[src/rtl/loop_code_pkg.sv]
// shared constants, types and helpers for the in-band loop-code detector
package loop_code_pkg;

  // register offsets on the 8-bit parallel port
  localparam logic [7:0] OFF_LOOP_LEN = 8'h00;
  localparam logic [7:0] OFF_UP_HIGH = 8'h01;
  localparam logic [7:0] OFF_UP_LOW = 8'h02;
  localparam logic [7:0] OFF_DOWN_HIGH = 8'h03;
  localparam logic [7:0] OFF_DOWN_LOW = 8'h04;
  localparam logic [7:0] OFF_SPARE_LEN = 8'h05;
  localparam logic [7:0] OFF_SPARE_HIGH = 8'h06;
  localparam logic [7:0] OFF_SPARE_LOW = 8'h07;
  localparam logic [7:0] OFF_RT_STATUS = 8'h08;
  localparam logic [7:0] OFF_LATCHED = 8'h09;

  // field positions
  localparam int RELEASE_LEN_LSB = 0;
  localparam int ACTIVATE_LEN_LSB = 3;
  localparam int SPARE_LEN_LSB = 0;
  localparam int SET_EVT_LSB = 0;
  localparam int CLR_EVT_LSB = 3;

  // reset values
  localparam logic [7:0] REG_RESET = 8'h00;
  localparam logic [2:0] STATUS_RESET = 3'h0;
  localparam logic [5:0] LATCHED_RESET = 6'h00;

  // detector indices
  localparam int DET_UP = 0;
  localparam int DET_DOWN = 1;
  localparam int DET_SPARE = 2;
  localparam int NUM_DET = 3;

  // timing: integration time in ms and line rate, counted in received bits
  localparam int INTEG_TIME_MS = 36;
  localparam int T1_BIT_RATE_HZ = 1544000;
  localparam int INTEG_BITS_DEF = INTEG_TIME_MS * (T1_BIT_RATE_HZ / 1000);
  localparam int BLOCK_BITS = 16;
  localparam int SLIP_ERRS = 4;
  localparam int ERR_DIVISOR = 4;

  // length field encodings: 0..6 give 2..8 bits, 7 gives 16 bits
  localparam logic [2:0] LEN_CODE_16 = 3'h7;
  localparam logic [4:0] LEN_BASE = 5'h02;
  localparam logic [4:0] LEN_SIXTEEN = 5'h10;

  typedef struct packed {
    logic [2:0] len_code;
    logic [7:0] high;
    logic [7:0] low;
  } pattern_cfg_s;

  typedef struct packed {
    logic cs_n;
    logic rd_n;
    logic wr_n;
    logic [7:0] addr;
    logic [7:0] wdata;
  } cpu_pins_s;

  localparam cpu_pins_s CPU_PINS_IDLE = '{cs_n: 1'b1, rd_n: 1'b1, wr_n: 1'b1, addr: 8'h00, wdata: 8'h00};

  function automatic logic [4:0] decode_len(input logic [2:0] code);
    decode_len = (code == LEN_CODE_16) ? LEN_SIXTEEN : (LEN_BASE + {2'b00, code});
  endfunction

endpackage

[src/rtl/inband_loop_code_detector.sv]
// in-band loop-up, loop-down and spare pattern detector with its register port
//
// Function
// Detection only works in T1 mode.
// Three detectors: activate, release and spare.
// Pattern lengths 1 to 8 and 16; the length codes give 2 to 8 and 16 only.
// Sixteen-bit length joins both code bytes.
// Software loads equal bytes for 8-bit codes.
// Short codes ignore the second code byte.
// Framed or unframed, tolerating one-percent errors; the code accepts up to INTEG_BITS / 4 errors per window.
// Handles inserted or overwritten framing bits.
// Low code byte write restarts integration.
// Length register write restarts its detectors.
// Detect bit sets after about 36 ms.
// Real-time plus latched set and clear events.
// Release length bits 0-2, activate 3-5.
// Spare length in bits 0 to 2.
// Software writes zero to spare bits 3-7.
// Bit 7 is the first pattern bit.
// Software polls status for five seconds.
// Writing one clears latched bits only.
// Fixed mapping of length codes to lengths.
// Detect bit clears after a bad window.
// Comparison advances once per received bit.
`timescale 1ns/1ps
module inband_loop_code_detector
  import loop_code_pkg::*;
#(
  parameter int INTEG_BITS = INTEG_BITS_DEF
) (
  // clock and reset
  input wire logic ref_clk,
  input wire logic reset_n,
  // framer mode
  input wire logic t1_mode,
  // receive line
  input wire logic rx_line_clk,
  input wire logic rx_line_data,
  // parallel register port
  input wire logic cs_n,
  input wire logic rd_n,
  input wire logic wr_n,
  input wire logic [7:0] addr,
  input wire logic [7:0] data_in,
  output logic [7:0] data_out,
  output logic data_oe,
  // status levels
  output logic loop_activate_detected,
  output logic loop_release_detected,
  output logic spare_pattern_detected
);
  logic [1:0] rst_sync_r;
  logic rst_n;

  cpu_pins_s pins_raw;
  cpu_pins_s pins;
  logic [1:0] line_lvl;
  logic line_clk_d_r;
  logic bit_valid;

  logic wr_act;
  logic wr_act_d_r;
  logic wr_pulse;
  logic rd_act;

  logic [7:0] loop_code_length_ctrl_r;
  logic [7:0] up_code_pattern_high_r;
  logic [7:0] up_code_pattern_low_r;
  logic [7:0] down_code_pattern_high_r;
  logic [7:0] down_code_pattern_low_r;
  logic [7:0] spare_code_length_ctrl_r;
  logic [7:0] spare_code_pattern_high_r;
  logic [7:0] spare_code_pattern_low_r;

  logic [2:0] release_code_length;
  logic [2:0] activate_code_length;
  logic [2:0] spare_code_length;

  pattern_cfg_s cfg [NUM_DET];
  logic [NUM_DET-1:0] restart;
  logic [NUM_DET-1:0] det_present;
  logic [2:0] pattern_realtime_status;
  logic [2:0] rt_d_r;
  logic [2:0] rise_evt;
  logic [2:0] fall_evt;
  logic [5:0] pattern_latched_status;
  logic [5:0] latched_clr;
  logic [7:0] rdata_nxt;

  // reset release through two flops
  always_ff @(posedge ref_clk or negedge reset_n) begin
    if (!reset_n) begin
      rst_sync_r <= 2'b00;
    end else begin
      rst_sync_r <= {rst_sync_r[0], 1'b1};
    end
  end
  assign rst_n = rst_sync_r[1];

  // pin synchronisers
  assign pins_raw = '{cs_n: cs_n, rd_n: rd_n, wr_n: wr_n, addr: addr, wdata: data_in};

  pin_filter_sync #(
    .WIDTH($bits(cpu_pins_s)),
    .RESET_VAL(CPU_PINS_IDLE)
  ) u_cpu_sync (
    .clk(ref_clk),
    .rst_n(rst_n),
    .pin_in(pins_raw),
    .level_out(pins)
  );

  pin_filter_sync #(
    .WIDTH(2),
    .RESET_VAL(2'b00)
  ) u_line_sync (
    .clk(ref_clk),
    .rst_n(rst_n),
    .pin_in({rx_line_clk, rx_line_data}),
    .level_out(line_lvl)
  );

  // one bit per rising edge of the line clock
  always_ff @(posedge ref_clk or negedge rst_n) begin
    if (!rst_n) begin
      line_clk_d_r <= 1'b0;
    end else begin
      line_clk_d_r <= line_lvl[1];
    end
  end
  assign bit_valid = line_lvl[1] && !line_clk_d_r;

  // port strobes
  assign wr_act = !pins.cs_n && !pins.wr_n;
  assign rd_act = !pins.cs_n && !pins.rd_n;

  always_ff @(posedge ref_clk or negedge rst_n) begin
    if (!rst_n) begin
      wr_act_d_r <= 1'b0;
    end else begin
      wr_act_d_r <= wr_act;
    end
  end
  assign wr_pulse = wr_act && !wr_act_d_r;

  // configuration registers
  always_ff @(posedge ref_clk or negedge rst_n) begin
    if (!rst_n) begin
      loop_code_length_ctrl_r <= REG_RESET;
      up_code_pattern_high_r <= REG_RESET;
      up_code_pattern_low_r <= REG_RESET;
      down_code_pattern_high_r <= REG_RESET;
      down_code_pattern_low_r <= REG_RESET;
      spare_code_length_ctrl_r <= REG_RESET;
      spare_code_pattern_high_r <= REG_RESET;
      spare_code_pattern_low_r <= REG_RESET;
    end else if (wr_pulse) begin
      unique case (pins.addr)
        OFF_LOOP_LEN: loop_code_length_ctrl_r <= pins.wdata;
        OFF_UP_HIGH: up_code_pattern_high_r <= pins.wdata;
        OFF_UP_LOW: up_code_pattern_low_r <= pins.wdata;
        OFF_DOWN_HIGH: down_code_pattern_high_r <= pins.wdata;
        OFF_DOWN_LOW: down_code_pattern_low_r <= pins.wdata;
        OFF_SPARE_LEN: spare_code_length_ctrl_r <= pins.wdata;
        OFF_SPARE_HIGH: spare_code_pattern_high_r <= pins.wdata;
        OFF_SPARE_LOW: spare_code_pattern_low_r <= pins.wdata;
        default: ;
      endcase
    end
  end

  // length fields
  assign release_code_length = loop_code_length_ctrl_r[RELEASE_LEN_LSB +: 3];
  assign activate_code_length = loop_code_length_ctrl_r[ACTIVATE_LEN_LSB +: 3];
  assign spare_code_length = spare_code_length_ctrl_r[SPARE_LEN_LSB +: 3];

  // equal bytes for 8-bit codes are software's job; only the high byte is used then
  assign cfg[DET_UP] = '{len_code: activate_code_length, high: up_code_pattern_high_r,
                         low: up_code_pattern_low_r};
  assign cfg[DET_DOWN] = '{len_code: release_code_length, high: down_code_pattern_high_r,
                           low: down_code_pattern_low_r};
  assign cfg[DET_SPARE] = '{len_code: spare_code_length, high: spare_code_pattern_high_r,
                            low: spare_code_pattern_low_r};

  // integration restarts on low byte or length writes
  assign restart[DET_UP] = wr_pulse && (pins.addr == OFF_UP_LOW || pins.addr == OFF_LOOP_LEN); // see
  assign restart[DET_DOWN] = wr_pulse && (pins.addr == OFF_DOWN_LOW || pins.addr == OFF_LOOP_LEN); // see
  assign restart[DET_SPARE] = wr_pulse && (pins.addr == OFF_SPARE_LOW || pins.addr == OFF_SPARE_LEN); // see

  // three independent detectors
  for (genvar d = 0; d < NUM_DET; d++) begin : g_det
    loop_pattern_matcher #(
      .INTEG_BITS(INTEG_BITS)
    ) u_matcher (
      .clk(ref_clk),
      .rst_n(rst_n),
      .enable(t1_mode),
      .restart(restart[d]),
      .cfg(cfg[d]),
      .bit_valid(bit_valid),
      .bit_data(line_lvl[0]),
      .present(det_present[d])
    );
  end

  assign pattern_realtime_status = det_present;
  assign loop_activate_detected = det_present[DET_UP];
  assign loop_release_detected = det_present[DET_DOWN];
  assign spare_pattern_detected = det_present[DET_SPARE];

  // edge detection of real-time status
  always_ff @(posedge ref_clk or negedge rst_n) begin
    if (!rst_n) begin
      rt_d_r <= STATUS_RESET;
    end else begin
      rt_d_r <= pattern_realtime_status;
    end
  end
  assign rise_evt = pattern_realtime_status & ~rt_d_r;
  assign fall_evt = ~pattern_realtime_status & rt_d_r;

  // latched events, write one to clear, a new event wins over the clear
  assign latched_clr = (wr_pulse && pins.addr == OFF_LATCHED) ? pins.wdata[5:0] : 6'h00;

  always_ff @(posedge ref_clk or negedge rst_n) begin
    if (!rst_n) begin
      pattern_latched_status <= LATCHED_RESET;
    end else begin
      pattern_latched_status <= (pattern_latched_status & ~latched_clr)
                                | {fall_evt, rise_evt}; // see
    end
  end

  // read data
  always_comb begin
    unique case (pins.addr)
      OFF_LOOP_LEN: rdata_nxt = loop_code_length_ctrl_r;
      OFF_UP_HIGH: rdata_nxt = up_code_pattern_high_r;
      OFF_UP_LOW: rdata_nxt = up_code_pattern_low_r;
      OFF_DOWN_HIGH: rdata_nxt = down_code_pattern_high_r;
      OFF_DOWN_LOW: rdata_nxt = down_code_pattern_low_r;
      OFF_SPARE_LEN: rdata_nxt = spare_code_length_ctrl_r;
      OFF_SPARE_HIGH: rdata_nxt = spare_code_pattern_high_r;
      OFF_SPARE_LOW: rdata_nxt = spare_code_pattern_low_r;
      OFF_RT_STATUS: rdata_nxt = {5'h00, pattern_realtime_status};
      OFF_LATCHED: rdata_nxt = {2'b00, pattern_latched_status};
      default: rdata_nxt = 8'h00;
    endcase
  end

  always_ff @(posedge ref_clk or negedge rst_n) begin
    if (!rst_n) begin
      data_out <= 8'h00;
    end else begin
      data_out <= rdata_nxt;
    end
  end
  assign data_oe = rd_act;

  AST_NOT_T1_CLEARS: assert property (@(posedge ref_clk) disable iff (!rst_n)
    !t1_mode |=> pattern_realtime_status == 3'h0)
    else $error("detect status set outside T1 mode");

  AST_SET_EVENT_LATCHES: assert property (@(posedge ref_clk) disable iff (!rst_n)
    $rose(loop_activate_detected) |=> pattern_latched_status[SET_EVT_LSB + DET_UP])
    else $error("activate set event not latched");

  AST_CLEAR_EVENT_LATCHES: assert property (@(posedge ref_clk) disable iff (!rst_n)
    $fell(spare_pattern_detected) |=> pattern_latched_status[CLR_EVT_LSB + DET_SPARE])
    else $error("spare clear event not latched");

  AST_W1C_CLEARS: assert property (@(posedge ref_clk) disable iff (!rst_n)
    (wr_pulse && pins.addr == OFF_LATCHED && pins.wdata[0] && !rise_evt[0])
      |=> !pattern_latched_status[0])
    else $error("write one did not clear latched bit");

  AST_W0_KEEPS: assert property (@(posedge ref_clk) disable iff (!rst_n)
    (wr_pulse && pins.addr == OFF_LATCHED && !pins.wdata[1] && pattern_latched_status[1])
      |=> pattern_latched_status[1])
    else $error("write zero disturbed a latched bit");

  AST_LOW_WRITE_RESTARTS: assert property (@(posedge ref_clk) disable iff (!rst_n)
    (wr_pulse && pins.addr == OFF_DOWN_LOW) |-> restart == 3'b010)
    else $error("low byte write restarted the wrong detector");

  AST_LEN_WRITE_RESTARTS: assert property (@(posedge ref_clk) disable iff (!rst_n)
    (wr_pulse && pins.addr == OFF_LOOP_LEN) |-> restart == 3'b011)
    else $error("length write restart mismatch");

  AST_RT_READ: assert property (@(posedge ref_clk) disable iff (!rst_n)
    (pins.addr == OFF_RT_STATUS) ##1 (pins.addr == OFF_RT_STATUS)
      |-> data_out == {5'h00, $past(pattern_realtime_status)})
    else $error("real-time status read wrong");

  AST_UP_LOW_RESTARTS: assert property (@(posedge ref_clk) disable iff (!rst_n)
    (wr_pulse && pins.addr == OFF_UP_LOW) |-> restart == 3'b001)
    else $error("up low byte write restarted the wrong detector");

  AST_HIGH_WRITE_KEEPS: assert property (@(posedge ref_clk) disable iff (!rst_n)
    (wr_pulse && pins.addr == OFF_UP_HIGH) |-> restart == 3'b000)
    else $error("high byte write restarted a detector");

  AST_SPARE_LEN_RESTARTS: assert property (@(posedge ref_clk) disable iff (!rst_n)
    (wr_pulse && pins.addr == OFF_SPARE_LEN) |-> restart == 3'b100)
    else $error("spare length write restart mismatch");

  AST_DOWN_SET_LATCHES: assert property (@(posedge ref_clk) disable iff (!rst_n)
    $rose(loop_release_detected) |=> pattern_latched_status[SET_EVT_LSB + DET_DOWN])
    else $error("release set event not latched");

  AST_SPARE_SET_LATCHES: assert property (@(posedge ref_clk) disable iff (!rst_n)
    $rose(spare_pattern_detected) |=> pattern_latched_status[SET_EVT_LSB + DET_SPARE])
    else $error("spare set event not latched");

  AST_UP_CLEAR_LATCHES: assert property (@(posedge ref_clk) disable iff (!rst_n)
    $fell(loop_activate_detected) |=> pattern_latched_status[CLR_EVT_LSB + DET_UP])
    else $error("activate clear event not latched");

  AST_DOWN_CLEAR_LATCHES: assert property (@(posedge ref_clk) disable iff (!rst_n)
    $fell(loop_release_detected) |=> pattern_latched_status[CLR_EVT_LSB + DET_DOWN])
    else $error("release clear event not latched");

  AST_LATCH_HOLDS: assert property (@(posedge ref_clk) disable iff (!rst_n)
    (pattern_latched_status[3] && !(wr_pulse && pins.addr == OFF_LATCHED)) |=> pattern_latched_status[3])
    else $error("latched bit lost without a clear");

  AST_UNMAPPED_READ_ZERO: assert property (@(posedge ref_clk) disable iff (!rst_n)
    (pins.addr > OFF_LATCHED) |=> data_out == 8'h00)
    else $error("unmapped offset read not zero");
endmodule

[src/rtl/loop_pattern_matcher.sv]
// one repeating-pattern detector with phase hunt and error-tolerant integration
`timescale 1ns/1ps
module loop_pattern_matcher
  import loop_code_pkg::*;
#(
  parameter int INTEG_BITS = INTEG_BITS_DEF
) (
  // clock and reset
  input wire logic clk,
  input wire logic rst_n,
  // control
  input wire logic enable,
  input wire logic restart,
  input wire pattern_cfg_s cfg,
  // received bits
  input wire logic bit_valid,
  input wire logic bit_data,
  // result
  output logic present
);
  localparam logic [15:0] WIN_LAST = 16'(INTEG_BITS - 1);
  localparam logic [15:0] ERR_LIMIT = 16'(INTEG_BITS / ERR_DIVISOR);
  localparam logic [3:0] BLK_LAST = 4'(BLOCK_BITS - 1);
  localparam logic [4:0] SLIP_LIM = 5'(SLIP_ERRS);

  logic [4:0] len;
  logic [4:0] ptr_r;
  logic [15:0] pat16;
  logic exp_bit;
  logic miss;
  logic [3:0] blk_cnt_r;
  logic [4:0] blk_err_r;
  logic [4:0] blk_err_nxt;
  logic slip;
  logic [15:0] bit_cnt_r;
  logic [15:0] err_cnt_r;
  logic [15:0] err_cnt_nxt;
  logic win_end;

  assign len = decode_len(cfg.len_code);
  assign pat16 = {cfg.high, cfg.low};
  // short codes take bit 7 first and never look at the low byte
  assign exp_bit = (len == LEN_SIXTEEN) ? pat16[4'(5'd15 - ptr_r)] : cfg.high[3'(5'd7 - ptr_r)]; // see
  assign miss = bit_data != exp_bit;
  assign blk_err_nxt = blk_err_r + {4'h0, miss};
  assign slip = (blk_cnt_r == BLK_LAST) && (blk_err_nxt >= SLIP_LIM);
  assign err_cnt_nxt = err_cnt_r + {15'h0000, miss};
  assign win_end = bit_cnt_r == WIN_LAST;

  // pattern phase: one step per received bit, held a bit on slip to hunt
  always_ff @(posedge clk or negedge rst_n) begin
    if (!rst_n) begin
      ptr_r <= 5'h00;
    end else if (restart || !enable) begin
      ptr_r <= 5'h00;
    end else if (bit_valid && !slip) begin
      ptr_r <= (ptr_r >= len - 5'd1) ? 5'h00 : ptr_r + 5'd1;
    end
  end

  // phase-hunt block counters
  always_ff @(posedge clk or negedge rst_n) begin
    if (!rst_n) begin
      blk_cnt_r <= 4'h0;
      blk_err_r <= 5'h00;
    end else if (restart || !enable) begin
      blk_cnt_r <= 4'h0;
      blk_err_r <= 5'h00;
    end else if (bit_valid) begin
      blk_cnt_r <= blk_cnt_r + 4'd1;
      blk_err_r <= (blk_cnt_r == BLK_LAST) ? 5'h00 : blk_err_nxt;
    end
  end

  // integration window in bits and its error tally
  always_ff @(posedge clk or negedge rst_n) begin
    if (!rst_n) begin
      bit_cnt_r <= 16'h0000;
      err_cnt_r <= 16'h0000;
    end else if (restart || !enable) begin // see
      bit_cnt_r <= 16'h0000;
      err_cnt_r <= 16'h0000;
    end else if (bit_valid) begin
      bit_cnt_r <= win_end ? 16'h0000 : bit_cnt_r + 16'd1;
      err_cnt_r <= win_end ? 16'h0000 : err_cnt_nxt;
    end
  end

  // decision at each window end; a bad window clears presence
  always_ff @(posedge clk or negedge rst_n) begin
    if (!rst_n) begin
      present <= 1'b0;
    end else if (!enable) begin
      present <= 1'b0;
    end else if (bit_valid && win_end && !restart) begin
      present <= err_cnt_nxt <= ERR_LIMIT; // see see
    end
  end

  AST_PTR_IN_RANGE: assert property (@(posedge clk) disable iff (!rst_n)
    enable |-> ptr_r < len)
    else $error("pattern phase outside the code length");

  AST_RESTART_CLEARS_WINDOW: assert property (@(posedge clk) disable iff (!rst_n)
    restart |=> (bit_cnt_r == 16'h0000) && (err_cnt_r == 16'h0000))
    else $error("restart did not clear the integration window");

  AST_PRESENT_ONLY_AT_WINDOW_END: assert property (@(posedge clk) disable iff (!rst_n)
    $rose(present) |-> $past(bit_valid && win_end && enable))
    else $error("presence rose outside a window end");
endmodule

[src/rtl/pin_filter_sync.sv]
// three-flop pin synchroniser that accepts a change once stages two and three agree
`timescale 1ns/1ps
module pin_filter_sync #(
  parameter int WIDTH = 1,
  parameter logic [WIDTH-1:0] RESET_VAL = '0
) (
  // clock and reset
  input wire logic clk,
  input wire logic rst_n,
  // pins and filtered levels
  input wire logic [WIDTH-1:0] pin_in,
  output logic [WIDTH-1:0] level_out
);
  logic [WIDTH-1:0] s1_r;
  logic [WIDTH-1:0] s2_r;
  logic [WIDTH-1:0] s3_r;

  always_ff @(posedge clk or negedge rst_n) begin
    if (!rst_n) begin
      s1_r <= RESET_VAL;
      s2_r <= RESET_VAL;
      s3_r <= RESET_VAL;
    end else begin
      s1_r <= pin_in;
      s2_r <= s1_r;
      s3_r <= s2_r;
    end
  end

  for (genvar i = 0; i < WIDTH; i++) begin : g_bit
    always_ff @(posedge clk or negedge rst_n) begin
      if (!rst_n) begin
        level_out[i] <= RESET_VAL[i];
      end else if (s2_r[i] == s3_r[i]) begin
        level_out[i] <= s3_r[i];
      end
    end
  end
endmodule
[config.mk]
export PLATFORM = sky130hd
export DESIGN_NAME = inband_loop_code_detector
export DESIGN_NICKNAME = d
export VERILOG_FILES = /design/src/rtl/loop_code_pkg.sv /design/src/rtl/inband_loop_code_detector.sv /design/src/rtl/loop_pattern_matcher.sv /design/src/rtl/pin_filter_sync.sv
export SDC_FILE = /design/constraint.sdc
export NUM_CORES = 1
export LEC_CHECK = 0
export BUFFER_PORTS_ARGS = -buffer_cell sky130_fd_sc_hd__buf_4
export CORE_ASPECT_RATIO = 1.4
export CORE_MARGIN = 2
export CORE_UTILIZATION = 29
export CTS_CLUSTER_SIZE = 10
export DETAILED_ROUTE_END_ITERATION = 12
export SLEW_MARGIN = 20
export SYNTH_ARGS = -nofsm -noshare
export SYNTH_HDL_FRONTEND = slang
export SYNTH_SLANG_ARGS = --single-unit
[constraint.sdc]
create_clock -name ref_clk -period 27.9 [get_ports ref_clk]
set_input_delay 4.185 -clock ref_clk [delete_from_list [all_inputs] [get_ports ref_clk]]
set_output_delay 4.185 -clock ref_clk [all_outputs]
set_load 0.1 [all_outputs]
==> out/metrics.cfg, run 1 <==
[pwr]
power.share.combinational_pct=9.8
vdd_ir_drop_max_mv=0.0479
cell_internal_pwr_uw=753
report.power.total_mw=1.02
leakage_nw=7.33
power_density_nw_per_um2=59.1
clkPwrFrac_pct=41.4
p_switching_uw=266
power.share.sequential_pct=48.9
power.share.switching_pct=26.1

[routing]
drt_iter0_drc=649
post_drt_via_cell_ratio=5.08
drc_errors=0
drt-pass1-iter-count=6
totalWireLength_mm=34.8
wl_per_cell_um=16.0
drtAntennaViolNets=0
dr_total_vias=11000

[timing]
rsz_0062_raised_after_global_routing=no
setup_total_negative_slack_ns=0
setup_viol=0
slew_headroom_pct=32.6
post-route-worst-setup-slack_ns=22.26
worst_slew_pin_slew_ns=1.01
final_min_period_over_clock_period_pct=20.2
fin_worst_skew_ns=0.0296
final_hold_viol_count=0
fmax_mhz=177
final_count_of_pins_violating_max_slew=0
timing.hold.ws_ns=0.345
fin_crit_ns=5.64

[cts]
cts_resized=0
cts_tree=done
clock_path_buffers=3
cts_root_buf=clkbuf_16
path_clk_slew_ns=0.06
cts-buffers-inserted=36
htreeDepth=2
post_cts.repair.setup_buffers=0
cts.hold.buffers_added=0
clock-sinks=310
latest_clock_arrival_within_the_worst_skew_pair_ns=0.54

[synth]
muxShareOfSynthArea_pct=9.27
synth_enable_flop_cells=0
synth_adder_area_share_pct=5.12
synth_sequential_area_ratio_pct=50.6
synth_compound_gate_area_share_pct=11.9
synth_area_per_cell_um2=10.7
most_used_dff_post_synth=dfrtp_1
number_of_nets_produced_by_synthesis=1509
number_of_warnings_printed_during_yosys_synthesis=0
synth_top_family_by_area=simple AND/OR/NAND/NOR gates
number_of_synthesized_register_bits=310
postSynthCellCount=1439
synth_xor_xnor_area_share_pct=3.42
synthSimpleGateAreaFrac_pct=16.7
synth_async_sr_flop_share_pct=100
post_synth_instance_area_um2=15400
netlist-cell-type-count=81

[grt]
overflow=0
grt_max_degree=179
grt_first_pass_wirelength_mm=58.3
grt.total_usage_pct=13.0
vias_in_the_first_global_route=11300
antenna_found_initial=0

[setup_path]
critPathKind=in -> reg
critPathLaunchType=input port
critPathRequiredTime_ns=28.34
critical-path-top-delay-family=simple AND/OR/NAND/NOR gates
critical_path.slowest_cell=nor2_1
crit_fanout=14
crit_path_end_kind=flop
r2r_setup_slack_ns=23.30
worst_path_cell_trace=buf_4, nand3_1, nor2_1, nand2_1, o31ai_1
delay_of_the_slowest_critical_path_stage_ns=0.90
critPathArrivalTime_ns=6.08
critical_path.n_buffers_inverters=1

[worst_hold_path]
hold_path.class=reg -> reg

[floorplanning]
floorplan.initialDensity_pct=29.4
die_ar_um2=54900
rows=99
core_area_um2=52300
die_height_um=276
die_w_um=199
floorplan.io_pins=36

[layout]
fillerInstances=5388
final_layout_size_suffix_gt1_share_pct=14.5
layout.cells.non_filler=2170
antenna_diode_count=0
final_net_count=1514
syn2layout_area_growth_pct=12.3

[placement]
io_buffers=35
hpwl_mm=23.3
dpl_worst_slack_ns=21.67
place.detailed.instances=2113
routability_driven_placement_congestion_ratio=0.842

[status]
status=finished, final reports clean

[run]
max-cap-violations=0

==> Yosys cell counts, drive strengths merged, types with 4 or more instances <==
cell,instances,area (um^2)
nor3,29,160
o21ai,110,551
mux2,68,766
nand4b,4,35.0
ha,46,576
o21bai,4,30.0
xnor2,20,175
mux4,23,518
dfstp,12,315
a211o,5,43.8
nor3b,5,37.5
a31oi,23,144
clkbuf,42,160
or3,10,62.6
o22ai,5,31.3
nand4,33,206
o31ai,17,128
mux2i,14,140
a21boi,4,33.8
nand2,159,597
and3,24,150
buf,36,213
a22o,19,166
xor2,40,350
dfrtp,298,7460
and4,13,114
nand2b,17,106
nor4,15,115
or4,5,37.5
o32ai,4,35.0
a21o,15,113
o41ai,5,62.6
maj3,21,210
inv,24,90.1
o211ai,4,30.0
nor2b,9,58.8
a21oi,50,258
nor2,105,407
and2,10,62.6
nand3,55,285
==> final timing paths <==
kind	start	endpoint	depth (start not counted)
setup / recovery	t1_mode	g_det[2].u_matcher.err_cnt_r[6]$_DFFE_PN0P_	5
hold / removal	u_cpu_sync.s1_r[10]$_DFF_PN0_	u_cpu_sync.s2_r[10]$_DFF_PN0_	0
setup reg to reg	g_det[2].u_matcher.ptr_r[0]$_DFFE_PN0P_	g_det[2].u_matcher.present$_DFFE_PN0P_	11
hold reg to reg	u_cpu_sync.s1_r[10]$_DFF_PN0_	u_cpu_sync.s2_r[10]$_DFF_PN0_	0
max in group asynchronous	reset_n	rst_sync_r[1]$_DFF_PN0_	1
min in group asynchronous	rst_sync_r[1]$_DFF_PN0_	u_cpu_sync.level_out[13]$_DFFE_PN0N_	0
==> per-stage QoR <==
stage / util, % / cell area (um^2)
final: 33.0 / 17200
after global routing: 33.0 / 17200
after CTS: 33.0 / 17200
after detailed placement: 31.0 / 16200
after global placement: 31.0 / 16200
after floorplan: - / 15400
==> logic make-up (layout without fill, tap and decap cells) <==
logic type                 count (synthesis)  in the layout
other                                      1              1
buffers and inverters                    102            126
adders and majority gates                 67             67
and+or+nand+nor                          507            507
xor gates and xnor gates                  60             60
DFF                                      310            310
AOI/OAI and AO/OA                        287            287
muxes                                    105            105
==> layer usage <==
metal	vias to the layer above	share of wire (%)	global-route usage, %
met5	-	0	0
met3	69	3.2	1.56
met2	233	52	23.2
li1	5225	-	-
met1	5494	41	15.5
met4	0	3.3	5.51
==> power groups by stage <==
stage	Clock (mW)	Sequential (mW)	Combinational, mW
after floorplan	0	0.496	0.0787
after global placement	0	0.505	0.0969
after detailed placement	0	0.506	0.100
after CTS	0.437	0.498	0.101
after global routing	0.455	0.501	0.113
final	0.421	0.498	0.0996
==> cell type report <==
type	instances	area (um^2)	area share [%]
clock inverter	3	45.0	0.261
timing repair buffer	45	350	2.03
clock buffer	54	968	5.62
sequential	310	7780	45.1
tap	707	885	5.13
inverter	24	90.1	0.522
multi-input combinational	1027	7130	41.3
==> registers in the layout (all words and copies together) (netlist names), 3 cells and up <==
signal	count
up_code_pattern_low_r	8
u_cpu_sync.s2_r	19
rt_d_r	3
pattern_latched_status	6
g_det.u_matcher.bit_cnt_r	48
u_cpu_sync.s1_r	19
spare_code_pattern_high_r	8
spare_code_length_ctrl_r	8
up_code_pattern_high_r	8
spare_code_pattern_low_r	8
down_code_pattern_high_r	8
g_det.u_matcher.present	3
down_code_pattern_low_r	8
loop_code_length_ctrl_r	8
g_det.u_matcher.ptr_r	15
g_det.u_matcher.err_cnt_r	48
g_det.u_matcher.blk_cnt_r	12
g_det.u_matcher.blk_err_r	15
data_out	8
u_cpu_sync.s3_r	19
u_cpu_sync.level_out	19
==> cells in the final DEF (no fill, tap or decap), types with 19 or more instances in the layout <==
cell type / n
ha_1: 46
xnor2_1: 20
nand2_1: 159
a22o_1: 19
buf_4: 44
and3_1: 24
inv_1: 24
xor2_1: 40
nand3_1: 53
dfrtp_1: 296
clkbuf_16: 36
nand4_1: 33
maj3_1: 21
a31oi_1: 23
mux4_2: 23
o21ai_0: 107
nor3_1: 26
nor2_1: 102
mux2_2: 68
a21oi_1: 48
Note: power is estimated with default switching activity, not from simulation.
==> run 2: changes to the inputs <==
==> constraint.sdc (replaced) <==
create_clock -name ref_clk -period 5.4 [get_ports ref_clk]
set_input_delay 0.81 -clock ref_clk [delete_from_list [all_inputs] [get_ports ref_clk]]
set_output_delay 0.81 -clock ref_clk [all_outputs]
set_load 0.1 [all_outputs]
==> run 2 against run 1 <==
Flip-flop and latch count unchanged. Setup slack got worse by 21 ns. Via count decreased by 0.73%. Clock power increased to 5.3 times the previous value. Clock skew increased by 0.0019 ns. Critical path type is now reg -> reg.
==> out/metrics.cfg, run 2 (synthesis gave the netlist of run 1 again) <==
[placement]
routability_driven_placement_congestion_ratio=0.834
dpl-instance-area_um2=16300
hpwl_mm=24.2
dpl_worst_slack_ns=1.11
io_buffers=35

[timing]
fmax_mhz=233
setup_total_negative_slack_ns=0
post-route-worst-setup-slack_ns=1.11
final_count_of_pins_violating_max_slew=0
final_hold_viol_count=0
setup_viol=0
fin_crit_ns=4.29
final_min_period_over_clock_period_pct=79.4
rsz_0062_raised_after_global_routing=no
slew_headroom_pct=35.4
fin_worst_skew_ns=0.0314
worst_slew_pin_slew_ns=0.966

[layout]
post_route_cell_area_um2=17300
syn2layout_area_growth_pct=12.6
layout.cells.most_common_list=dfrtp_1 (296), nand2_1 (159), o21ai_0 (107)
mostFrequentLayoutCell=dfrtp_1
final_layout_size_suffix_gt1_share_pct=14.9
antenna_diode_count=0
biggestRegsByFlops=g_det.u_matcher.bit_cnt_r: 48 flops, g_det.u_matcher.err_cnt_r: 48 flops
final_net_count=1518

[routing]
drtAntennaViolNets=0
dr_total_vias=10900
wl_per_cell_um=16.3
post_drt_via_cell_ratio=5.03
totalWireLength_mm=35.5
drc_errors=0
drt-pass1-iter-count=5
drt_iter0_drc=609

[cts]
latest_clock_arrival_within_the_worst_skew_pair_ns=0.55
cts.hold.buffers_added=0
cts-buffers-inserted=37
htreeDepth=2
cts_tree=done
clock-sinks=310
post_cts.repair.setup_buffers=0
path_clk_slew_ns=0.06
clock_path_buffers=3
cts_root_buf=clkbuf_16
cts_resized=0

[setup_path]
critPathKind=reg -> reg
crit_path_end_kind=flop
critPathArrivalTime_ns=4.75
critPathLaunchType=flop
critPathRequiredTime_ns=5.86
crit_fanout=10

[pwr]
vdd_ir_drop_max_mv=0.249
power_density_nw_per_um2=308
leakage_nw=7.36

[floorplanning]
die_height_um=276
rows=99
die_ar_um2=54900
die_w_um=199
floorplan.initialDensity_pct=29.4
floorplan.io_pins=36
core_area_um2=52300

[status]
status=finished, final reports clean

[grt]
antenna_found_initial=0
grt_max_degree=116
overflow=0
vias_in_the_first_global_route=11100
grt_first_pass_wirelength_mm=59.1
grt.total_usage_pct=13.2

[worst_hold_path]
hold_path.class=in -> async

[run]
max-cap-violations=0

==> run 2: cell count changes in the layout (fill, tap and decap cells not counted) <==
cell / delta
buf_4: +3
clkbuf_16: +1
clkinv_8: +1
inv_16: -1
inv_6: +1
nor2_1: -1
nor2_2: +1
==> run 2: final cells by class <==
class	instances	area [um^2]
fillers	5361	35000
flip-flops and latches	310	7780
multi-input cells	1027	7130
clock buffers	55	993
well taps	707	885
repair buffers	48	373
inverters	24	90.1
clock inverters	4	50.0
==> run 2: final timing paths <==
check	start	end	slack, ns	cells past startpoint
hold / removal	reset_n	rst_sync_r[1]$_DFF_PN0_	0.06	1
setup reg to reg	g_det[2].u_matcher.ptr_r[0]$_DFFE_PN0P_	g_det[2].u_matcher.present$_DFFE_PN0P_	1.11	11
setup / recovery	g_det[2].u_matcher.ptr_r[0]$_DFFE_PN0P_	g_det[2].u_matcher.present$_DFFE_PN0P_	1.11	11
hold reg to reg	u_cpu_sync.s1_r[12]$_DFF_PN0_	u_cpu_sync.s2_r[12]$_DFF_PN0_	0.34	0
max in group asynchronous	rst_sync_r[1]$_DFF_PN0_	data_out[3]$_DFF_PN0_	3.58	1
min in group ref_clk	u_cpu_sync.s1_r[12]$_DFF_PN0_	u_cpu_sync.s2_r[12]$_DFF_PN0_	0.34	0
==> run 2: critical path, cell delays in order (launching register included) <==
cell and delay (ns):
dfrtp_1 0.58, mux4_2 0.57, mux4_2 0.52, xor2_1 0.20, ha_1 0.26, ha_1 0.32
and3_1 0.40, nand2_1 0.21, nor3_1 0.40, a31oi_1 0.13, or4b_1 0.47, o21ai_1 0.14
==> run 2: metal layers <==
| metal | track usage (%) | vias up | routed length (um) |
|---|---|---|---|
| li1 | - | 5218 | - |
| met1 | 15.6 | 5425 | 14600 |
| met5 | 0 | - | 0 |
| met4 | 6.56 | 0 | 1620 |
| met3 | 1.46 | 97 | 1060 |
| met2 | 23.6 | 200 | 18200 |
==> run 2: per-stage QoR <==
stage / instances / hold slack, ns / utilization (%) / power [mW]
final: 2175 / 0.0584 / 33.1 / 5.32
after global routing: 2175 / 0.0399 / 33.1 / 5.57
after CTS: 2175 / 0.0372 / 33.1 / 5.41
after detailed placement: 2116 / 0.336 / 31.1 / 3.13
after global placement: 2116 / 0.334 / 31.1 / 3.11
after floorplan: 1439 / 0.331 / - / 2.97
==> run 2: where the power goes <==
part / leakage [nW] / total, mW / switching, mW / internal (mW)
logic: 2.78 / 0.517 / 0.289 / 0.228
clock network: 0.500 / 2.24 / 0.968 / 1.27
registers: 4.08 / 2.57 / 0.142 / 2.42
total: 7.35 / 5.32 / 1.40 / 3.92
==> run 3: changes to the inputs <==
==> constraint.sdc (replaced) <==
create_clock -name ref_clk -period 3.7 [get_ports ref_clk]
set_input_delay 0.555 -clock ref_clk [delete_from_list [all_inputs] [get_ports ref_clk]]
set_output_delay 0.555 -clock ref_clk [all_outputs]
set_load 0.1 [all_outputs]
==> run 3 against run 2 <==
Global-route usage decreased by 0.087 points. Fmax increased by 22%. Clock skew decreased by 0.0035 ns. Routed wire length increased by 0.13%. Clock power increased by 47%.
==> out/metrics.cfg, run 3 (synthesis gave the netlist of run 1 again) <==
[routing]
wl_per_cell_um=16.0
totalWireLength_mm=35.5
drtAntennaViolNets=0
dr_total_vias=11200
drt-pass1-iter-count=5
drt_iter0_drc=642
drc_errors=0
post_drt_via_cell_ratio=5.04

[placement]
dpl_worst_slack_ns=-0.0970
hpwl_mm=24.9
routability_driven_placement_congestion_ratio=0.891
io_buffers=35

[setup_path]
critPathKind=reg -> reg
r2r_setup_slack_ns=0.18
delay_of_the_slowest_critical_path_stage_ns=0.53
critical_path.slowest_cell=mux4_2
worstReg2RegEnd=g_det[1].u_matcher.present$_DFFE_PN0P_
crit_path_end_kind=flop
worst_path_most_repeated_cell=mux4_2
r2r_start=g_det[1].u_matcher.ptr_r[0]$_DFFE_PN0P_
critPathRequiredTime_ns=4.15
r2r.worst_path.cells=11
critical-path-top-delay-family=multiplexers
crit_fanout=5
critical_path.n_buffers_inverters=0
worst_path_cell_trace=mux4_2, mux4_2, xor2_4, ha_4, and3_1, nand2_1, mux2_2, o32a_1, o221a_2, o311a_1, o21ai_1
critPathArrivalTime_ns=3.97
critPathLaunchType=flop

[pwr]
cell_internal_pwr_mw=5.85
report.power.total_mw=7.88
clkPwrFrac_pct=41.9
power.share.switching_pct=25.8
p_switching_mw=2.03
power_density_nw_per_um2=441
power.share.combinational_pct=10.9
power.share.sequential_pct=47.3
leakage_nw=7.66
vdd_ir_drop_max_mv=0.335

[layout]
final_net_count=1568
layout.cells.most_common_list=dfrtp_1 (292), nand2_1 (157), o21ai_0 (106)
syn2layout_area_growth_pct=16.3
final_layout_size_suffix_gt1_share_pct=19.3
fillerInstances=5257
biggestRegsByFlops=g_det.u_matcher.bit_cnt_r: 48 flops, g_det.u_matcher.err_cnt_r: 48 flops
mostFrequentLayoutCell=dfrtp_1
antenna_diode_count=0

[grt]
vias_in_the_first_global_route=11500
grt_first_pass_wirelength_mm=59.2
overflow=0
grt_max_degree=92
grt.total_usage_pct=13.1
antenna_found_initial=0

[floorplanning]
core_area_um2=52300
die_ar_um2=54900
floorplan.initialDensity_pct=29.4
die_height_um=276
floorplan.io_pins=36
rows=99
die_w_um=199

[timing]
final_count_of_pins_violating_max_slew=0
final_min_period_over_clock_period_pct=95.2
fin_worst_skew_ns=0.0279
final_hold_viol_count=0
post-route-worst-setup-slack_ns=0.176
setup_viol=0
fin_crit_ns=3.52
slew_headroom_pct=31.2
worst_slew_pin_slew_ns=1.03
setup_total_negative_slack_ns=0
fmax_mhz=284

[status]
status=finished, final reports clean

[worst_hold_path]
hold-path-cell-count=1
hold_path.class=in -> reg
worst_hold_path.endpoint=u_cpu_sync.s1_r[18]$_DFF_PN1_
timing.hold.worst.start=cs_n

[cts]
path_clk_slew_ns=0.06
clock-sinks=310
cts_tree=done
cts-buffers-inserted=37
cts_root_buf=clkbuf_16
latest_clock_arrival_within_the_worst_skew_pair_ns=0.54
htreeDepth=2
clock_path_buffers=3

[run]
max-cap-violations=0

==> run 3: cell types whose count changed in the layout (fill, tap and decap cells not counted), moves of 3 or more <==
cell      before  now
buf_4         47   95
dfrtp_1      296  292
dfrtp_2        1    5
nor4_1        13    9
clkbuf_8       0    3
ha_1          46   43
nor4_2         1    4
xor2_1        40   37
==> run 3: power by group through the flow <==
stage	logic, mW	registers, mW	clock network, mW
4_1_cts	0.852	3.72	3.41
5_1_grt	0.952	3.75	3.55
6_report	0.855	3.72	3.30
3_3_place_gp	0.827	3.77	0
3_5_place_dp	0.844	3.78	0
2_1_floorplan	0.596	3.74	0
==> run 3: how the worst max path moves through the flow <==
stage                                            start                                endpoint  slack [ns]  cells past startpoint
3_3_place_gp   g_det[1].u_matcher.ptr_r[0]$_DFFE_PN0P_  g_det[1].u_matcher.present$_DFFE_PN0P_       -0.06                     12
6_report       g_det[1].u_matcher.ptr_r[0]$_DFFE_PN0P_  g_det[1].u_matcher.present$_DFFE_PN0P_        0.18                     11
2_1_floorplan  g_det[2].u_matcher.ptr_r[0]$_DFFE_PN0P_  g_det[2].u_matcher.present$_DFFE_PN0P_       0.008                     14
4_1_cts        spare_code_length_ctrl_r[1]$_DFFE_PN0P_  g_det[2].u_matcher.present$_DFFE_PN0P_       0.009                     15
5_1_grt         loop_code_length_ctrl_r[1]$_DFFE_PN0P_  g_det[1].u_matcher.present$_DFFE_PN0P_       -0.02                     16
3_5_place_dp   g_det[1].u_matcher.ptr_r[0]$_DFFE_PN0P_  g_det[1].u_matcher.present$_DFFE_PN0P_        -0.1                     12
==> run 3: metrics by stage <==
step / std cells / hold WS (ns) / instance area, um^2 / util [%]
floorplan: 1439 / 0.259 / 15400 / -
global placement: 2162 / 0.334 / 16600 / 31.8
detailed placement: 2162 / 0.335 / 16600 / 31.8
CTS: 2224 / 0.101 / 17700 / 33.9
global route: 2227 / 0.107 / 17900 / 34.2
finish: 2227 / 0.126 / 17900 / 34.2
==> run 3: cell type report <==
class | count | area, um^2 | share of cell area, %
repair buffers | 98 | 763 | 4.27
inverters | 24 | 90.1 | 0.504
clock inverters | 3 | 41.3 | 0.231
multi-input cells | 1027 | 7260 | 40.7
clock buffers | 58 | 1030 | 5.79
well taps | 707 | 885 | 4.95
flip-flops and latches | 310 | 7780 | 43.6
==> run 3: timing repair <==
action                                  4_1_cts  5_1_grt
resized for setup                             4       26
gates cloned                                  0        0
setup buffers                                 0        3
hold endpoints to repair                      2        0
pin swaps                                     0        2
endpoints found under the setup margin        2       12
hold buffers                                  1        0
==> run 3: routing by layer <==
metal  vias up  track usage, %  share of wire [%]  wire [um]
met1      5581            15.4                 41      14400
met2       235            23.4                 52      18500
met5         -               0                  0          0
met4         0            6.24                3.7       1330
met3        83            1.81                3.6       1280
li1       5331               -                  -          -
==> run 3: worst register-to-register path: cells and delay by family (launching register included) <==
family                   cells  cell delay, ns
multiplexers                 3            1.39
flip-flops                   1            0.44
adder cells (fa/ha/maj)      1            0.20
AO/OA/AOI/OAI                4            0.89
XOR/XNOR                     1            0.20
AND/OR/NAND/NOR              2            0.32
